$ cat src/core/urx_pkg.sv
// Constants and state type for the unblock receiver decision logic.
// Assumes a 50 MHz system clock and timers that count a 1 ms tick.
// How it works
// - Block present, no unblock: permission stays off
// - Block lost: permission on for 150 ms
// - Window expires: lockout, permission withdrawn
// - Unblock detected asserts permission directly
// - Unblock halts the channel-failure timer
// - No tones for 150 ms: lockout plus alarm
// - Unblock held 1000 ms: open breaker, allow trip
// - Send block; shift to unblock when keyed
// - Low power; boost while unblock keyed
package urx_pkg;
  localparam int unsigned CLK_PERIOD_NS = 20;
  localparam int unsigned TICK_MS       = 1;
  localparam int unsigned CYCLES_PER_MS = TICK_MS * 1000000 / CLK_PERIOD_NS;
  localparam int unsigned LOSS_WIN_MS   = 150;
  localparam int unsigned OPEN_BRK_MS   = 1000;
  localparam int unsigned LOSS_W        = 8;
  localparam int unsigned OPEN_W        = 10;
  localparam logic [LOSS_W-1:0] LOSS_LAST = LOSS_W'(LOSS_WIN_MS - 1);
  localparam logic [OPEN_W-1:0] OPEN_LAST = OPEN_W'(OPEN_BRK_MS - 1);
  localparam logic [LOSS_W-1:0] LOSS_RST  = 8'h00;
  localparam logic [OPEN_W-1:0] OPEN_RST  = 10'h000;

  typedef enum logic [1:0] {
    ST_GUARD,
    ST_WINDOW,
    ST_LOCK
  } urx_state_t;
endpackage : urx_pkg

$ cat src/core/urx_tick_if.sv
// Millisecond tick carried from the divider to the decision logic.
// Assumes both ends run on the same system clock.
`timescale 1ns/1ps
`default_nettype none
interface urx_tick_if;
  logic tick;
  modport src (output tick);
  modport dst (input tick);
endinterface : urx_tick_if
`default_nettype wire

$ cat src/core/urx_tick_div.sv
// Divider that makes a one-cycle enable pulse every millisecond.
// Assumes one system clock; the pulse is free running from reset.
`timescale 1ns/1ps
`default_nettype none
module urx_tick_div #(
  parameter int unsigned CYCLES = urx_pkg::CYCLES_PER_MS
) (
  input  wire logic clk,
  input  wire logic reset,
  urx_tick_if.src   tk
);
  import urx_pkg::*;

  localparam int unsigned CW = $clog2(CYCLES);
  localparam logic [CW-1:0] DIV_LAST = CW'(CYCLES - 1);

  if (CYCLES < 2) begin : g_bad
    $error("urx_tick_div needs CYCLES of at least 2");
  end

  logic [CW-1:0] cnt;
  logic [CW-1:0] next_cnt;
  logic          next_tick;

  always_comb begin
    next_tick = (cnt == DIV_LAST);
    next_cnt  = next_tick ? '0 : cnt + CW'(1);
  end

  always_ff @(posedge clk or posedge reset) begin
    if (reset) begin
      cnt     <= '0;
      tk.tick <= 1'b0;
    end else begin
      cnt     <= next_cnt;
      tk.tick <= next_tick;
    end
  end
endmodule : urx_tick_div
`default_nettype wire

$ cat src/core/urx_unblock_rx.sv
// Unblock receiver decision logic and transmitter keying.
// Assumes tone detects, trip key and fault inputs arrive asynchronously.
`timescale 1ns/1ps
`default_nettype none
module urx_unblock_rx #(
  parameter int unsigned CYCLES_PER_MS = urx_pkg::CYCLES_PER_MS
) (
  input  wire logic clk,
  input  wire logic reset,
  input  wire logic block_det,
  input  wire logic unblock_det,
  input  wire logic unblock_key,
  input  wire logic local_fault,
  output var  logic permission_relay,
  output var  logic lockout,
  output var  logic channel_alarm,
  output var  logic open_breaker,
  output var  logic breaker_trip,
  output var  logic tx_unblock,
  output var  logic tx_boost
);
  import urx_pkg::*;

  if (CYCLES_PER_MS < 2) begin : g_bad
    $error("urx_unblock_rx needs CYCLES_PER_MS of at least 2");
  end

  urx_tick_if tk ();

  urx_tick_div #(.CYCLES(CYCLES_PER_MS)) u_div (
    .clk   (clk),
    .reset (reset),
    .tk    (tk.src)
  );

  // Pins cross into the clock domain through two flops each
  logic [3:0] sync1;
  logic [3:0] sync2;
  always_ff @(posedge clk or posedge reset) begin
    if (reset) begin
      // Block reads as present until the pins are seen: no false window
      sync1 <= 4'h1;
      sync2 <= 4'h1;
    end else begin
      sync1 <= {local_fault, unblock_key, unblock_det, block_det};
      sync2 <= sync1;
    end
  end

  logic block_s;
  logic unb_s;
  logic key_s;
  logic fault_s;
  assign block_s = sync2[0];
  assign unb_s   = sync2[1];
  assign key_s   = sync2[2];
  assign fault_s = sync2[3];

  urx_state_t        state;
  urx_state_t        next_state;
  logic [LOSS_W-1:0] loss_ms;
  logic [LOSS_W-1:0] next_loss_ms;
  logic [OPEN_W-1:0] open_ms;
  logic [OPEN_W-1:0] next_open_ms;
  logic              next_open_breaker;
  logic              next_alarm;
  logic              next_perm;

  always_comb begin
    next_state        = state;
    next_loss_ms      = LOSS_RST;
    next_open_ms      = open_ms;
    next_open_breaker = open_breaker;
    next_alarm        = channel_alarm;
    unique case (state)
      ST_GUARD: begin
        if (!block_s && !unb_s) begin
          next_state = ST_WINDOW;
        end
      end
      ST_WINDOW: begin
        if (block_s || unb_s) begin
          next_state = ST_GUARD;
        end else if (tk.tick) begin
          if (loss_ms == LOSS_LAST) begin
            next_state = ST_LOCK;
            next_alarm = 1'b1;
          end else begin
            next_loss_ms = loss_ms + LOSS_W'(1);
          end
        end else begin
          next_loss_ms = loss_ms;
        end
      end
      ST_LOCK: begin
        if (block_s) begin
          next_state = ST_GUARD;
          next_alarm = 1'b0;
        end
      end
    endcase
    if (block_s) begin
      next_alarm = 1'b0;
    end
    if (!unb_s) begin
      next_open_ms      = OPEN_RST;
      next_open_breaker = 1'b0;
    end else if (tk.tick && !open_breaker) begin
      if (open_ms == OPEN_LAST) begin
        next_open_breaker = 1'b1;
      end else begin
        next_open_ms = open_ms + OPEN_W'(1);
      end
    end
    next_perm = unb_s || (next_state == ST_WINDOW);
  end

  always_ff @(posedge clk or posedge reset) begin
    if (reset) begin
      state            <= ST_GUARD;
      loss_ms          <= LOSS_RST;
      open_ms          <= OPEN_RST;
      open_breaker     <= 1'b0;
      channel_alarm    <= 1'b0;
      permission_relay <= 1'b0;
      lockout          <= 1'b0;
      breaker_trip     <= 1'b0;
      tx_unblock       <= 1'b0;
      tx_boost         <= 1'b0;
    end else begin
      state            <= next_state;
      loss_ms          <= next_loss_ms;
      open_ms          <= next_open_ms;
      open_breaker     <= next_open_breaker;
      channel_alarm    <= next_alarm;
      permission_relay <= next_perm;
      lockout          <= (next_state == ST_LOCK);
      breaker_trip     <= next_open_breaker && fault_s;
      tx_unblock       <= key_s;
      tx_boost         <= key_s;
    end
  end

  // Checks: outputs lag the synchronised inputs by one edge
  chk_block_quiet: assert property (@(posedge clk) disable iff (reset)
    block_s && !unb_s |=> !permission_relay)
    else $error("permission while block held");
  chk_window_perm: assert property (@(posedge clk) disable iff (reset)
    state == ST_WINDOW |-> permission_relay && !lockout)
    else $error("window without permission");
  chk_lock_withdraw: assert property (@(posedge clk) disable iff (reset)
    state == ST_LOCK && !$past(unb_s) |-> !permission_relay && lockout)
    else $error("permission during lockout");
  chk_unblock_perm: assert property (@(posedge clk) disable iff (reset)
    unb_s |=> permission_relay)
    else $error("unblock without permission");
  chk_timer_halt: assert property (@(posedge clk) disable iff (reset)
    unb_s |=> loss_ms == LOSS_RST && state != ST_WINDOW)
    else $error("failure timer ran under unblock");
  chk_fail_alarm: assert property (@(posedge clk) disable iff (reset)
    state == ST_WINDOW && loss_ms == LOSS_LAST && tk.tick && !block_s && !unb_s
    |=> channel_alarm && lockout ##1 !permission_relay || $past(unb_s))
    else $error("no lockout after channel failure");
  chk_open_set: assert property (@(posedge clk) disable iff (reset)
    open_ms == OPEN_LAST && tk.tick && unb_s |=> open_breaker)
    else $error("open breaker not recognised");
  chk_open_early: assert property (@(posedge clk) disable iff (reset)
    $rose(open_breaker) |-> open_ms == OPEN_LAST && $past(unb_s))
    else $error("open breaker set early");
  chk_tx_shift: assert property (@(posedge clk) disable iff (reset)
    key_s |=> tx_unblock ##1 (tx_unblock == $past(key_s)))
    else $error("transmitter not shifted");
  chk_tx_boost: assert property (@(posedge clk) disable iff (reset)
    !key_s |=> !tx_boost && !tx_unblock)
    else $error("boost without unblock keying");
  chk_lock_hold: assert property (@(posedge clk) disable iff (reset)
    channel_alarm && !block_s |=> channel_alarm)
    else $error("alarm dropped without block");
  chk_tick_gap: assert property (@(posedge clk) disable iff (reset)
    tk.tick |=> !tk.tick)
    else $error("tick wider than one cycle");
  chk_reset_quiet: assert property (@(posedge clk) disable iff (reset)
    $fell(reset) |-> !permission_relay ##1 !permission_relay)
    else $error("permission right after reset");
  chk_window_start: assert property (@(posedge clk) disable iff (reset)
    state == ST_GUARD && !block_s && !unb_s |=> state == ST_WINDOW && permission_relay)
    else $error("loss of block did not open window");
  chk_lock_entry: assert property (@(posedge clk) disable iff (reset)
    state == ST_WINDOW && loss_ms == LOSS_LAST && tk.tick && !block_s && !unb_s
    |=> state == ST_LOCK && !permission_relay)
    else $error("window expiry without lockout");
  chk_trip_allow: assert property (@(posedge clk) disable iff (reset)
    open_breaker && unb_s && fault_s |=> breaker_trip)
    else $error("local trip not allowed on open breaker");
  chk_trip_gate: assert property (@(posedge clk) disable iff (reset)
    !fault_s |=> !breaker_trip)
    else $error("trip without local fault");
  chk_boost_track: assert property (@(posedge clk) disable iff (reset)
    key_s |=> tx_boost && tx_unblock)
    else $error("no boost while unblock keyed");
  chk_alarm_clear: assert property (@(posedge clk) disable iff (reset)
    block_s |=> !channel_alarm && !lockout)
    else $error("lockout kept after block returned");

  cov_window: cover property (@(posedge clk) disable iff (reset)
    state == ST_WINDOW ##1 state == ST_GUARD);
  cov_lockout: cover property (@(posedge clk) disable iff (reset)
    $rose(channel_alarm));
  cov_recover: cover property (@(posedge clk) disable iff (reset)
    state == ST_LOCK ##1 state == ST_GUARD);
  cov_open_brk: cover property (@(posedge clk) disable iff (reset)
    $rose(breaker_trip));
  cov_unblock_lock: cover property (@(posedge clk) disable iff (reset)
    state == ST_LOCK && permission_relay);
endmodule : urx_unblock_rx
`default_nettype wire

$ cat config.mk
export PLATFORM = sky130hd
export DESIGN_NAME = urx_unblock_rx
export DESIGN_NICKNAME = d
export VERILOG_FILES = /design/src/core/urx_pkg.sv /design/src/core/urx_tick_if.sv /design/src/core/urx_tick_div.sv /design/src/core/urx_unblock_rx.sv
export SDC_FILE = /design/constraint.sdc
export NUM_CORES = 1
export LEC_CHECK = 0
export ABC_CLOCK_PERIOD_IN_PS = 4330
export BUFFER_PORTS_ARGS = -buffer_cell sky130_fd_sc_hd__buf_2
export CAP_MARGIN = 10
export CORE_MARGIN = 4
export CORE_UTILIZATION = 60
export CTS_BUF_LIST = sky130_fd_sc_hd__clkbuf_16
export CTS_CLUSTER_SIZE = 14
export DETAILED_ROUTE_END_ITERATION = 8
export PLACE_DENSITY = 0.79
export SKIP_LAST_GASP = 1
export SLEW_MARGIN = 15
export SYNTH_ARGS = -nofsm -noshare
export SYNTH_HDL_FRONTEND = slang
export SYNTH_SLANG_ARGS = --single-unit
$ cat constraint.sdc
create_clock -name clk -period 4.33 [get_ports clk]
set_clock_uncertainty 0.2 [all_clocks]
set_input_delay 0.866 -clock clk [delete_from_list [all_inputs] [get_ports clk]]
set_output_delay 0.866 -clock clk [all_outputs]
set_load 0.01 [all_outputs]
==> results.md, run 1 <==
| Metric | This run |
| --- | --- |
| Status | finished clean |
| Routability cong. | 0.9721 |
| Maximum clock path buffer count | 2 |
| Hold_buf cts | 0 |
| Antenna violations before repair | 0 |
| Cell depth of the worst min-delay path | 0 |
| Global router's overall resource usage | 18.26% |
| Clock slew seen by the registers of the worst setup and hold paths | 0.06 ns |
| Vias in the first global route | 1571 |
| Number of diodes added for antenna fixing | 0 |
| Cell Area, Synth | 0.002317 mm^2 |
| Remaining number of nets flagged by the antenna check after routing | 0 |
| EDFF count, synth | 0 |
| Root Buffer | sky130_fd_sc_hd__clkbuf_16 |
| Synthesized instance count | 211 |
| DRC marker count from the first detailed-route iteration | 114 |
| Fillers | 262 |
| Post-DR wirelength/cell | 14.95 um |
| Count of max-cap constraint violations | 0 |
| Number of library cell types mapped by synthesis | 42 |
| Std-Cell Core Area | 0.003689 mm^2 |
| CP Data Required Time | 4.28 ns |
| Clock tree from TritonCTS | built |
| Effective utilization at floorplan | 62.82% |
| Final wirelength | 4095 um |
| Pre-antenna DRT Iters | 4 |
| Number of warnings issued by yosys | 0 |
| WHS Endpoint | tx_boost |
| Ranking of synthesized cells by area | sky130_fd_sc_hd__dfrtp_1 (53%), sky130_fd_sc_hd__xor2_1 (4.9%), sky130_fd_sc_hd__xnor2_1 (3.4%) |
| Worst Tran Pin Value | 1.026 ns |
| Synthesized flop and latch total | 51 |
| Total number of nets in the final design | 238 |
| Tightest slew margin relative to the limit | 31.51% |
| Setup tns final | 0 ns |
| Setup bufs post-CTS | 0 |
| RSZ-0062 raised after global routing | false |
| Worst hold start | sync2[2] |
| Number of buffers added on ports | 12 |
| Half-perimeter wire length of the detailed placement result | 2818 um |
| Maximum VDD drop | 238.6 uV |
| Max Freq | 0.4412 GHz |
| Wire length of the first global-routing pass | 7196 um |
| Cell Pwr Density | 376.8 mW/mm^2 |
| Number of failing hold endpoints at the final stage | 0 |
| Startpoint Class | register |
| X dimension of the die | 70.15 um |
| Setup Crit Path Kind | register to register |
| GR Overflow Total | 0 |
| Total number of H-tree levels | 2 |
| Minimum setup slack among reg-to-reg paths | 2.06 ns |
| Setup-violating endpoint count in the final report | 0 |
| Proportion of netlist area held by the largest area contributor | 52.92% |
| Top_reg_cell synth | sky130_fd_sc_hd__dfrtp_1 |
| Share of layout cells above drive strength 1 | 11.50% |
| Sinks on the clock net | 51 |
| Placement Rows | 22 |
| Total of cells resized after clock tree synthesis | 0 |
| CP Data Arrival Time | 2.21 ns |
| Maximum fanout along the worst path | 10 |
| Average via count per standard cell | 5.712 |
| Chip height | 70.15 um |
| Syn_area_per_cell | 10.98 um^2 |
| DRC viols | 0 |
| Length in cells of the worst reg-to-reg path | 4 |
| Number of max-slew violations in the final report | 0 |
| Launch point of the worst reg-to-reg path | u_div.cnt[11] |
| Inserted Clock Buffers | 5 |
| Count of pins on the block boundary | 13 |
| Leakage component of the power | 1.195 nW |
| Maximum number of pins on one net before global-route repair | 52 |
| Type of element capturing the critical path | register |
| Async set or reset register ratio after synthesis | 100.0% |
| Synthesis-to-finish area growth | 11.23% |
| Endpoint of the worst register-to-register path | u_div.cnt[4] |
| Period utilisation layout | 52.35% |
| Type of the worst min-delay path | register to register |
| Yosys top cell by area | sky130_fd_sc_hd__dfrtp_1 |
| Die area | 0.004920 mm^2 |
| Syn nets | 223 |
| Sequential fraction of the synthesis area | 55.18% |
| Worst-skew pair later-pin latency | 0.28 ns |
| Final period demand of the worst path | 2.267 ns |
| PnR Total Power | 0.0009713 W |
| Via count | 1565 |
## per-layer routing
metal	global-route usage, %	vias up	part of all wire [%]
met5	0	-	0
li1	-	764	-
met4	6.383	0	0.98
met2	31.27	14	52
met3	3.885	4	1.7
met1	22.82	783	45
## cells in the final DEF, fill, tap and decap left out, drive strengths merged, types with 2 or more instances in the layout
| cell | instances |
|---|---|
| xnor2 | 9 |
| xor2 | 13 |
| nor2 | 19 |
| a21oi | 8 |
| dfrtp | 49 |
| o21ai | 7 |
| buf | 12 |
| dfstp | 2 |
| nor2b | 5 |
| nand2 | 14 |
| and3b | 2 |
| a21o | 2 |
| and4 | 4 |
| mux2i | 3 |
| nand2b | 3 |
| nand3 | 11 |
| clkbuf | 5 |
| inv | 8 |
| or3 | 3 |
| and2 | 7 |
| nand4 | 5 |
| nor3 | 8 |
| nor4bb | 2 |
| ha | 6 |
| a21boi | 2 |
## cell families after synthesis
group | count (synthesis) | synth area share [%]
XOR/XNOR | 22 | 8.316
AO/OA/AOI/OAI | 25 | 6.749
multiplexers | 3 | 1.296
flip-flops | 51 | 55.18
adder cells (fa/ha/maj) | 6 | 3.240
AND/OR/NAND/NOR | 93 | 23.27
buffers and inverters | 11 | 1.944
## worst max-delay path: stages (launching register included)
cell and delay (ns):
sky130_fd_sc_hd__dfrtp_1 0.42, sky130_fd_sc_hd__or4b_1 0.52, sky130_fd_sc_hd__or4_1 0.54, sky130_fd_sc_hd__nor3_4 0.34, sky130_fd_sc_hd__nor2_1 0.11
## area by class of cell
| class | count | area [um^2] | area share, % |
|---|---|---|---|
| sequential | 51 | 1279 | 49.61 |
| multi-input combinational | 149 | 993.5 | 38.54 |
| timing repair buffer | 12 | 60.06 | 2.330 |
| tap | 48 | 60.06 | 2.330 |
| clock buffer | 5 | 125.1 | 4.854 |
| inverter | 7 | 26.28 | 1.019 |
| clock inverter | 2 | 33.78 | 1.311 |
## worst max-delay path by stage
| stage | start | to | slack, ns |
|---|---|---|---|
| 2_1_floorplan | reset | breaker_trip | 2.04 |
| 3_3_place_gp | u_div.cnt[11] | u_div.cnt[6] | 2.18 |
| 3_5_place_dp | u_div.cnt[11] | u_div.cnt[4] | 2.07 |
| 4_1_cts | u_div.cnt[11] | u_div.cnt[4] | 2.05 |
| 5_1_grt | sync2[1] | loss_ms[6] | 1.78 |
| 6_report | u_div.cnt[11] | u_div.cnt[4] | 2.06 |
## synthesized netlist by cell type (all sizes together), types with 2 or more instances
library cell,n
dfrtp,49
nor2,19
nand2,14
xor2,13
nand3,11
xnor2,9
a21oi,8
nor3,8
and2,7
inv,7
o21ai,7
ha,6
nand4,5
nor2b,5
and4,4
clkbuf,3
mux2i,3
nand2b,3
or3,3
a21boi,2
a21o,2
and3b,2
dfstp,2
nor4bb,2
## sequential cells by signal, indices dropped and copies added (netlist names)
| name | cells |
|---|---|
| sync1 | 4 |
| open_breaker | 1 |
| breaker_trip | 1 |
| lockout | 1 |
| u_div.tk.tick | 1 |
| tx_boost | 1 |
| permission_relay | 1 |
| loss_ms | 8 |
| open_ms | 10 |
| u_div.cnt | 16 |
| channel_alarm | 1 |
| sync2 | 4 |
| state | 2 |
## power breakdown
group          leakage [nW]  internal (W)  switching [W]
logic                 0.444     0.0000210      0.0000354
clock network        0.0811      0.000267       0.000151
registers             0.671      0.000488     0.00000813
total                  1.20      0.000776       0.000195
## per-stage QoR
step	hold slack (ns)	instances	setup slack (ns)	utilization [%]	instance area, um^2
6_report	0.1460	274	2.063	69.88	2577
4_1_cts	0.1495	274	2.054	69.88	2577
3_5_place_dp	0.1358	267	2.070	65.57	2419
3_3_place_gp	0.1323	267	2.178	65.57	2419
2_1_floorplan	0.1312	211	2.038	-	2317
5_1_grt	0.1559	274	1.781	69.88	2577
No activity file was read; power rests on OpenSTA's default activity.
==> inputs of run 2 (changes only) <==
- ABC_AREA: unset -> 1
- ABC_CLOCK_PERIOD_IN_PS: 4330 -> 2100
- PLACE_DENSITY: 0.79 -> 0.78
- clock period: 4.33 -> 2.1 ns (I/O delays scaled with it)
==> run 2 against run 1 <==
Against the previous run: critical path depth unchanged; design area up 18%; total power up 120%.
==> results.md, run 2 <==
| Metric | This run | vs previous |
| --- | --- | --- |
| Post-synthesis xor/xnor area fraction | 4.176% | was 8.315% |
| Share of layout cells above drive strength 1 | 13.81% | was 11.50% |
| Top reg by flops | u_div.cnt | unchanged |
| Final period demand of the worst path | 1.690 ns | was 2.267 ns |
| CP Data Arrival Time | 1.72 ns | was 2.21 ns |
| Post-place setup slack | 0.4210 ns | was 2.070 ns |
| Yosys top cell by area | sky130_fd_sc_hd__dfrtp_1 | unchanged |
| Async set or reset register ratio after synthesis | 100.0% | unchanged |
| Synthesized instance count | 342 | was 211 |
| Biggest regs | u_div.cnt x16, open_ms x10, loss_ms x8 | unchanged |
| Clk pwr share | 42.8% | was 43.1% |
| Cell-by-cell listing of the critical path | clkinv_1, a21oi_1, nand2_1, nand2_1 | was or4b_1, or4_1, nor3_4, nor2_1 |
| Period utilisation layout | 80.48% | was 52.35% |
| Root Buffer | sky130_fd_sc_hd__clkbuf_16 | unchanged |
| DRC viols | 0 | unchanged |
| Sequential fraction of the synthesis area | 46.90% | was 55.18% |
| Startpoint Class | register | unchanged |
| Synthesis-to-finish area growth | 11.20% | was 11.23% |
| Hold_buf cts | 1 | was 0 |
| Final wirelength | 5039 um | was 4095 um |
| Number of failing hold endpoints at the final stage | 0 | unchanged |
| Wire length of the first global-routing pass | 8749 um | was 7196 um |
| RSZ-0062 raised after global routing | false | unchanged |
| Total number of H-tree levels | 2 | unchanged |
| Final Util | 69.15% | was 69.88% |
| Worst-skew pair later-pin latency | 0.29 ns | was 0.28 ns |
| Syn_area_per_cell | 7.972 um^2 | was 10.98 um^2 |
| Number of warnings issued by yosys | 0 | unchanged |
| GR Overflow Total | 0 | unchanged |
| Main combinational cell family by area after synthesis | simple AND/OR/NAND/NOR gates | unchanged |
| Setup tns final | 0 ns | unchanged |
| Placement Rows | 24 | was 22 |
| Setup-violating endpoint count in the final report | 0 | unchanged |
| P_int | 0.001630 W | was 0.0007763 W |
| Maximum fanout along the worst path | 9 | was 10 |
| Die area | 0.005687 mm^2 | was 0.004920 mm^2 |
| Leakage component of the power | 1.513 nW | was 1.195 nW |
| Worst hold-check slack | 0.03664 ns | was 0.1460 ns |
| Status | finished clean | unchanged |
| Cell Area, Synth | 0.002726 mm^2 | was 0.002317 mm^2 |
| Via count | 2100 | was 1565 |
| Comb power frac | 8.8% | was 5.8% |
| Maximum VDD drop | 538.1 uV | was 238.6 uV |
| Number of library cell types mapped by synthesis | 28 | was 42 |
| Delay-heaviest family, CP | flip-flops | was simple AND/OR/NAND/NOR gates |
| Maximum clock path buffer count | 2 | unchanged |
| X dimension of the die | 75.41 um | was 70.15 um |
| Net Sw Frac | 22.95% | was 20.07% |
| Ranking of synthesized cells by area | sky130_fd_sc_hd__dfrtp_1 (45%), sky130_fd_sc_hd__nand2_1 (10%), sky130_fd_sc_hd__inv_1 (7.3%) | was sky130_fd_sc_hd__dfrtp_1 (53%), sky130_fd_sc_hd__xor2_1 (4.9%), sky130_fd_sc_hd__xnor2_1 (3.4%) |
| Chip height | 75.41 um | was 70.15 um |
| Number of diodes added for antenna fixing | 0 | unchanged |
| Vias in the first global route | 1985 | was 1571 |
| Arithmetic-cell share of the synthesized area counting full adders, half adders and majority gates | 2.754% | was 3.240% |
| Count of pins on the block boundary | 13 | unchanged |
| Syn nets | 354 | was 223 |
| Fillers | 344 | was 262 |
| Number of max-slew violations in the final report | 0 | unchanged |
| Std-Cell Core Area | 0.004384 mm^2 | was 0.003689 mm^2 |
| Maximum number of pins on one net before global-route repair | 35 | was 52 |
| Leading cell type in the layout, fill and taps excluded | sky130_fd_sc_hd__nand2_1 | was sky130_fd_sc_hd__dfrtp_1 |
| Clock tree from TritonCTS | built | unchanged |
| Proportion of netlist area held by the largest area contributor | 44.97% | was 52.92% |
| Remaining number of nets flagged by the antenna check after routing | 0 | unchanged |
| Top cell by count, worst path | sky130_fd_sc_hd__nand2_1 |  |
| Worst stage delay on the critical path | 0.63 ns | was 0.54 ns |
| Worst Setup Slack, final | 0.4100 ns | was 2.063 ns |
| Critical-path cell with the highest stage delay | sky130_fd_sc_hd__dfrtp_1 | was sky130_fd_sc_hd__or4_1 |
| Tightest slew margin relative to the limit | 69.39% | was 31.51% |
| Top_reg_cell synth | sky130_fd_sc_hd__dfrtp_1 | unchanged |
| Number of buffers added on ports | 12 | unchanged |
| Leading cell types by count after synthesis | sky130_fd_sc_hd__nand2_1 (75), sky130_fd_sc_hd__inv_1 (53), sky130_fd_sc_hd__dfrtp_1 (49) | was sky130_fd_sc_hd__dfrtp_1 (49), sky130_fd_sc_hd__nor2_1 (19), sky130_fd_sc_hd__nand2_1 (14) |
| Inserted Clock Buffers | 5 | unchanged |
| Routability cong. | 0.9122 | was 0.9721 |
| CP Data Required Time | 2.13 ns | was 4.28 ns |
| Half-perimeter wire length of the detailed placement result | 3779 um | was 2818 um |
| Count of max-cap constraint violations | 0 | unchanged |
| Most common cell in the synthesized netlist | sky130_fd_sc_hd__nand2_1 | was sky130_fd_sc_hd__dfrtp_1 |
| Effective utilization at floorplan | 62.19% | was 62.82% |
| Max FFs per register | 16 | unchanged |
| EDFF count, synth | 0 | unchanged |
| Fraction of the mapped netlist area in compound gates | 4.543% | was 6.749% |
| Power spent charging and discharging nets | 0.0004854 W | was 0.0001950 W |
| Setup Crit Path Kind | register to register | unchanged |
| Total of cells resized after clock tree synthesis | 0 | unchanged |
| Total number of nets in the final design | 373 | was 238 |
| DRC marker count from the first detailed-route iteration | 95 | was 114 |
| Worst path buffer plus inverter count | 1 | was 0 |
| Antenna violations before repair | 0 | unchanged |
| Post-DR wirelength/cell | 12.17 um | was 14.95 um |
| Clock slew seen by the registers of the worst setup and hold paths | 0.07 ns | was 0.06 ns |
| Global router's overall resource usage | 20.28% | was 18.26% |
| Simple-gate share of the synthesized area | 32.49% | was 23.27% |
| Most frequent cells in the layout | sky130_fd_sc_hd__nand2_1 (75), sky130_fd_sc_hd__inv_1 (52), sky130_fd_sc_hd__dfrtp_1 (49) | was sky130_fd_sc_hd__dfrtp_1 (49), sky130_fd_sc_hd__nor2_1 (19), sky130_fd_sc_hd__nand2_1 (14) |
| Average via count per standard cell | 5.072 | was 5.712 |
| Max Freq | 0.5917 GHz | was 0.4412 GHz |
| Pre-antenna DRT Iters | 4 | unchanged |
| Share of power burned in registers | 48.4% | was 51.1% |
| Cell Pwr Density | 697.9 mW/mm^2 | was 376.8 mW/mm^2 |
| Sinks on the clock net | 51 | unchanged |
| Setup bufs post-CTS | 0 | unchanged |
| Type of the worst min-delay path | input port to register | was register to register |
| Synthesized flop and latch total | 51 | unchanged |
| Fraction of synthesized area in multiplexers | 0% | was 1.296% |
| Type of element capturing the critical path | register | unchanged |
| Worst Tran Pin Value | 0.4592 ns | was 1.026 ns |
run 2: cell types whose count changed in the layout (fill, tap and decap cells not counted), sizes merged, moves of 4 or more:
cell    previous run  this run
nor2              19        57
nand3             11        22
nor2b              5         0
nand2             14        82
and2               7         0
nand4              5        11
xnor2              9         0
o21bai             0         5
inv                8        59
nor3               8        12
and4               4         0
run 2: worst reg2reg max path, cell delays in order (launching register included):
cell and delay, ns:
sky130_fd_sc_hd__dfrtp_1 0.63, sky130_fd_sc_hd__clkinv_1 0.37, sky130_fd_sc_hd__a21oi_1 0.29, sky130_fd_sc_hd__nand2_1 0.08
sky130_fd_sc_hd__nand2_1 0.07
run 2: path summary, 6_finish.rpt:
kind | start | end | cells after the start | slack [ns]
worst max-delay path | sync2[1] | open_ms[7] | 4 | 0.41
worst min-delay path | local_fault | sync1[3] | 1 | 0.04
worst max register to register | sync2[1] | open_ms[7] | 4 | 0.41
worst min register to register | sync2[2] | tx_boost | 0 | 0.15
max in group asynchronous | reset | sync1[0] | 4 | 0.68
min in group asynchronous | reset | open_ms[5] | 3 | 0.46
run 2: per-layer routing:
metal | GRT usage, % | share of wire [%] | vias to the layer above
li1 | - | - | 1100
met1 | 28.47 | 48 | 950
met2 | 31.83 | 47 | 42
met3 | 3.166 | 3.4 | 8
met4 | 7.767 | 1.6 | 0
met5 | 0 | 0 | -
run 2: area by class of cell:
type                    instances  area, um^2  area share (%)
repair buffers                 14       90.09           2.972
flip-flops and latches         51        1279           42.18
multi-input cells             229        1199           39.54
clock inverters                 3       43.79           1.444
well taps                      52       65.06           2.146
clock buffers                   5       125.1           4.127
inverters                      60       230.2           7.594
run 2: through the flow:
stage	cells	area, um^2	power, W
after floorplan	342	2726	0.001180
after global placement	405	2853	0.001220
after detailed placement	405	2853	0.001228
after CTS	414	3032	0.002149
after global routing	414	3032	0.002199
final	414	3032	0.002116
run 2: power groups by stage:
stage	clock, W	combinational [W]	sequential (W)
floorplan	0	0.000140	0.00104
global placement	0	0.000179	0.00104
detailed placement	0	0.000186	0.00104
CTS	0.000935	0.000189	0.00103
global route	0.000962	0.000210	0.00103
finish	0.000905	0.000186	0.00102
run 2: logic make-up (layout without fill, tap and decap cells):
group	Yosys count	in the layout
xor+xnor	13	13
compound gates	22	22
fa+ha+maj	6	6
buf+inv	62	82
simple gates	188	188
flops	51	51
==> inputs of run 3 (changes only) <==
- ABC_CLOCK_PERIOD_IN_PS: 2100 -> 1800
- clock period: 2.1 -> 1.8 ns (I/O delays scaled with it)
==> run 3 against run 2 <==
Against the previous run: worst hold slack improved by 0.11 ns; global-route usage increased by 0.17 points; critical path depth rose by 2; critical path type unchanged; die area is the same; total power grew 15%; setup slack got worse by 0.25 ns; non-clock buffer count grew 5.
==> results.md, run 3 (synthesis gave the netlist of run 2 again) <==
| Metric | This run | vs previous |
| --- | --- | --- |
| Sinks on the clock net | 51 | unchanged |
| Root Buffer | sky130_fd_sc_hd__clkbuf_16 | unchanged |
| Number of buffers added on ports | 12 | unchanged |
| Clock tree from TritonCTS | built | unchanged |
| Die area | 0.005687 mm^2 | unchanged |
| Count of pins on the block boundary | 13 | unchanged |
| CP Data Arrival Time | 1.66 ns | was 1.72 ns |
| Number of max-slew violations in the final report | 0 | unchanged |
| Remaining number of nets flagged by the antenna check after routing | 0 | unchanged |
| Max Freq | 0.6097 GHz | was 0.5917 GHz |
| Total number of nets in the final design | 378 | was 373 |
| Type of element capturing the critical path | register | unchanged |
| Count of max-cap constraint violations | 0 | unchanged |
| Biggest regs | u_div.cnt x16, open_ms x10, loss_ms x8 | unchanged |
| Post-route design area | 0.003069 mm^2 | was 0.003032 mm^2 |
| Post-DR wirelength/cell | 12.25 um | was 12.17 um |
| RSZ-0062 raised after global routing | false | unchanged |
| Number of failing hold endpoints at the final stage | 0 | unchanged |
| Top reg by flops | u_div.cnt | unchanged |
| Average via count per standard cell | 5.199 | was 5.072 |
| Half-perimeter wire length of the detailed placement result | 3696 um | was 3779 um |
| Number of diodes added for antenna fixing | 0 | unchanged |
| Pre-antenna DRT Iters | 4 | unchanged |
| DRC viols | 0 | unchanged |
| Setup Crit Path Kind | register to register | unchanged |
| X dimension of the die | 75.41 um | unchanged |
| Total number of H-tree levels | 2 | unchanged |
| Worst hold-check slack | 0.1486 ns | was 0.03664 ns |
| Via count | 2173 | was 2100 |
| DRC marker count from the first detailed-route iteration | 152 | was 95 |
| Period utilisation layout | 91.12% | was 80.48% |
| Std-Cell Core Area | 0.004384 mm^2 | unchanged |
| Maximum number of pins on one net before global-route repair | 52 | was 35 |
| Cell Pwr Density | 793.3 mW/mm^2 | was 697.9 mW/mm^2 |
| Synthesis-to-finish area growth | 12.57% | was 11.20% |
| Minimum setup slack among reg-to-reg paths | 0.16 ns | was 0.41 ns |
| Global router's overall resource usage | 20.45% | was 20.28% |
| Chip height | 75.41 um | unchanged |
| Vias in the first global route | 2032 | was 1985 |
| Placement Rows | 24 | unchanged |
| Tightest slew margin relative to the limit | 75.14% | was 69.39% |
| Final wirelength | 5122 um | was 5039 um |
| Setup-violating endpoint count in the final report | 0 | unchanged |
| Effective utilization at floorplan | 62.19% | unchanged |
| GR Overflow Total | 0 | unchanged |
| Wire length of the first global-routing pass | 8797 um | was 8749 um |
| Routability cong. | 0.9349 | was 0.9122 |
| Max FFs per register | 16 | unchanged |
| Total cell area at the placement stage | 0.002860 mm^2 | was 0.002853 mm^2 |
| Most frequent cells in the layout | sky130_fd_sc_hd__nand2_1 (75), sky130_fd_sc_hd__inv_1 (53), sky130_fd_sc_hd__dfrtp_1 (49) | was sky130_fd_sc_hd__nand2_1 (75), sky130_fd_sc_hd__inv_1 (52), sky130_fd_sc_hd__dfrtp_1 (49) |
| Leading cell type in the layout, fill and taps excluded | sky130_fd_sc_hd__nand2_1 | unchanged |
| Startpoint Class | register | unchanged |
| Share of layout cells above drive strength 1 | 13.39% | was 13.81% |
| Inserted Clock Buffers | 5 | unchanged |
| Worst Tran Pin Value | 0.3700 ns | was 0.4592 ns |
| Final period demand of the worst path | 1.640 ns | was 1.690 ns |
| Antenna violations before repair | 0 | unchanged |
| Leakage component of the power | 1.532 nW | was 1.513 nW |
| Setup tns final | 0 ns | unchanged |
| CP Data Required Time | 1.82 ns | was 2.13 ns |
| Worst-skew pair later-pin latency | 0.28 ns | was 0.29 ns |
| Type of the worst min-delay path | register to register | was input port to register |
| Maximum fanout along the worst path | 4 | was 9 |
| Maximum VDD drop | 638.7 uV | was 538.1 uV |
| Status | finished clean | unchanged |
| Clock slew seen by the registers of the worst setup and hold paths | 0.06 ns | was 0.07 ns |
| Maximum clock path buffer count | 2 | unchanged |
## run 3: worst paths after layout
| kind | start | to | depth (start not counted) |
|---|---|---|---|
| worst min-delay path | sync2[2] | tx_boost | 0 |
| worst max-delay path | open_ms[0] | breaker_trip | 6 |
| min in group asynchronous | reset | open_ms[4] | 4 |
| max in group asynchronous | reset | sync1[0] | 4 |
| worst min register to register | sync2[2] | tx_boost | 0 |
| worst max register to register | open_ms[0] | breaker_trip | 6 |
## run 3: what timing repair did
item / CTS / global route
gates resized for setup: 0 / 0
hold buffers: 5 / 0
endpoints found under the hold margin: 53 / 0
setup endpoints to repair: 0 / 0
setup buffers: 0 / 0
## run 3: power breakdown
group	internal (W)	leakage, nW	total, W	switching [W]
Combinational	0.0000796	0.780	0.000225	0.000146
Sequential	0.00118	0.671	0.00119	0.0000167
Clock	0.000642	0.0811	0.00102	0.000375
## run 3: area by class of cell
class                           instances  area (um^2)
Fill cell                             351         1315
Timing Repair Buffer                   19        137.6
Multi-Input combinational cell        229         1199
Clock inverter                          2        33.78
Inverter                               60        230.2
Clock buffer                            5        125.1
Sequential cell                        51         1279
Tap cell                               52        65.06
## run 3: per-stage QoR
step	util [%]	power (W)	worst slack [ns]	cells
3_5_place_dp	65.24	0.001432	0.1858	406
4_1_cts	70.01	0.002460	0.1725	418
5_1_grt	70.01	0.002548	0.006611	418
3_3_place_gp	65.24	0.001424	0.2174	406
2_1_floorplan	-	0.001376	0.01379	342
6_report	70.01	0.002435	0.1598	418
## run 3: critical path, stage by stage, from the launching register on
cell                       delay, ns
sky130_fd_sc_hd__dfrtp_1        0.38
sky130_fd_sc_hd__ha_1           0.24
sky130_fd_sc_hd__nand3_1        0.12
sky130_fd_sc_hd__nor2_2         0.12
sky130_fd_sc_hd__nand2_2        0.09
sky130_fd_sc_hd__o21bai_1       0.24
sky130_fd_sc_hd__and3_1         0.19
## run 3: routing by layer
metal  track usage, %  wire length, um  up-vias  share of wire [%]
li1                 -                -     1115                  -
met1            26.58             2348     1001                 46
met2            33.17             2452       44                 48
met3            4.485              199       13                3.9
met4            8.544              122        0                2.4
met5                0                0        -                  0
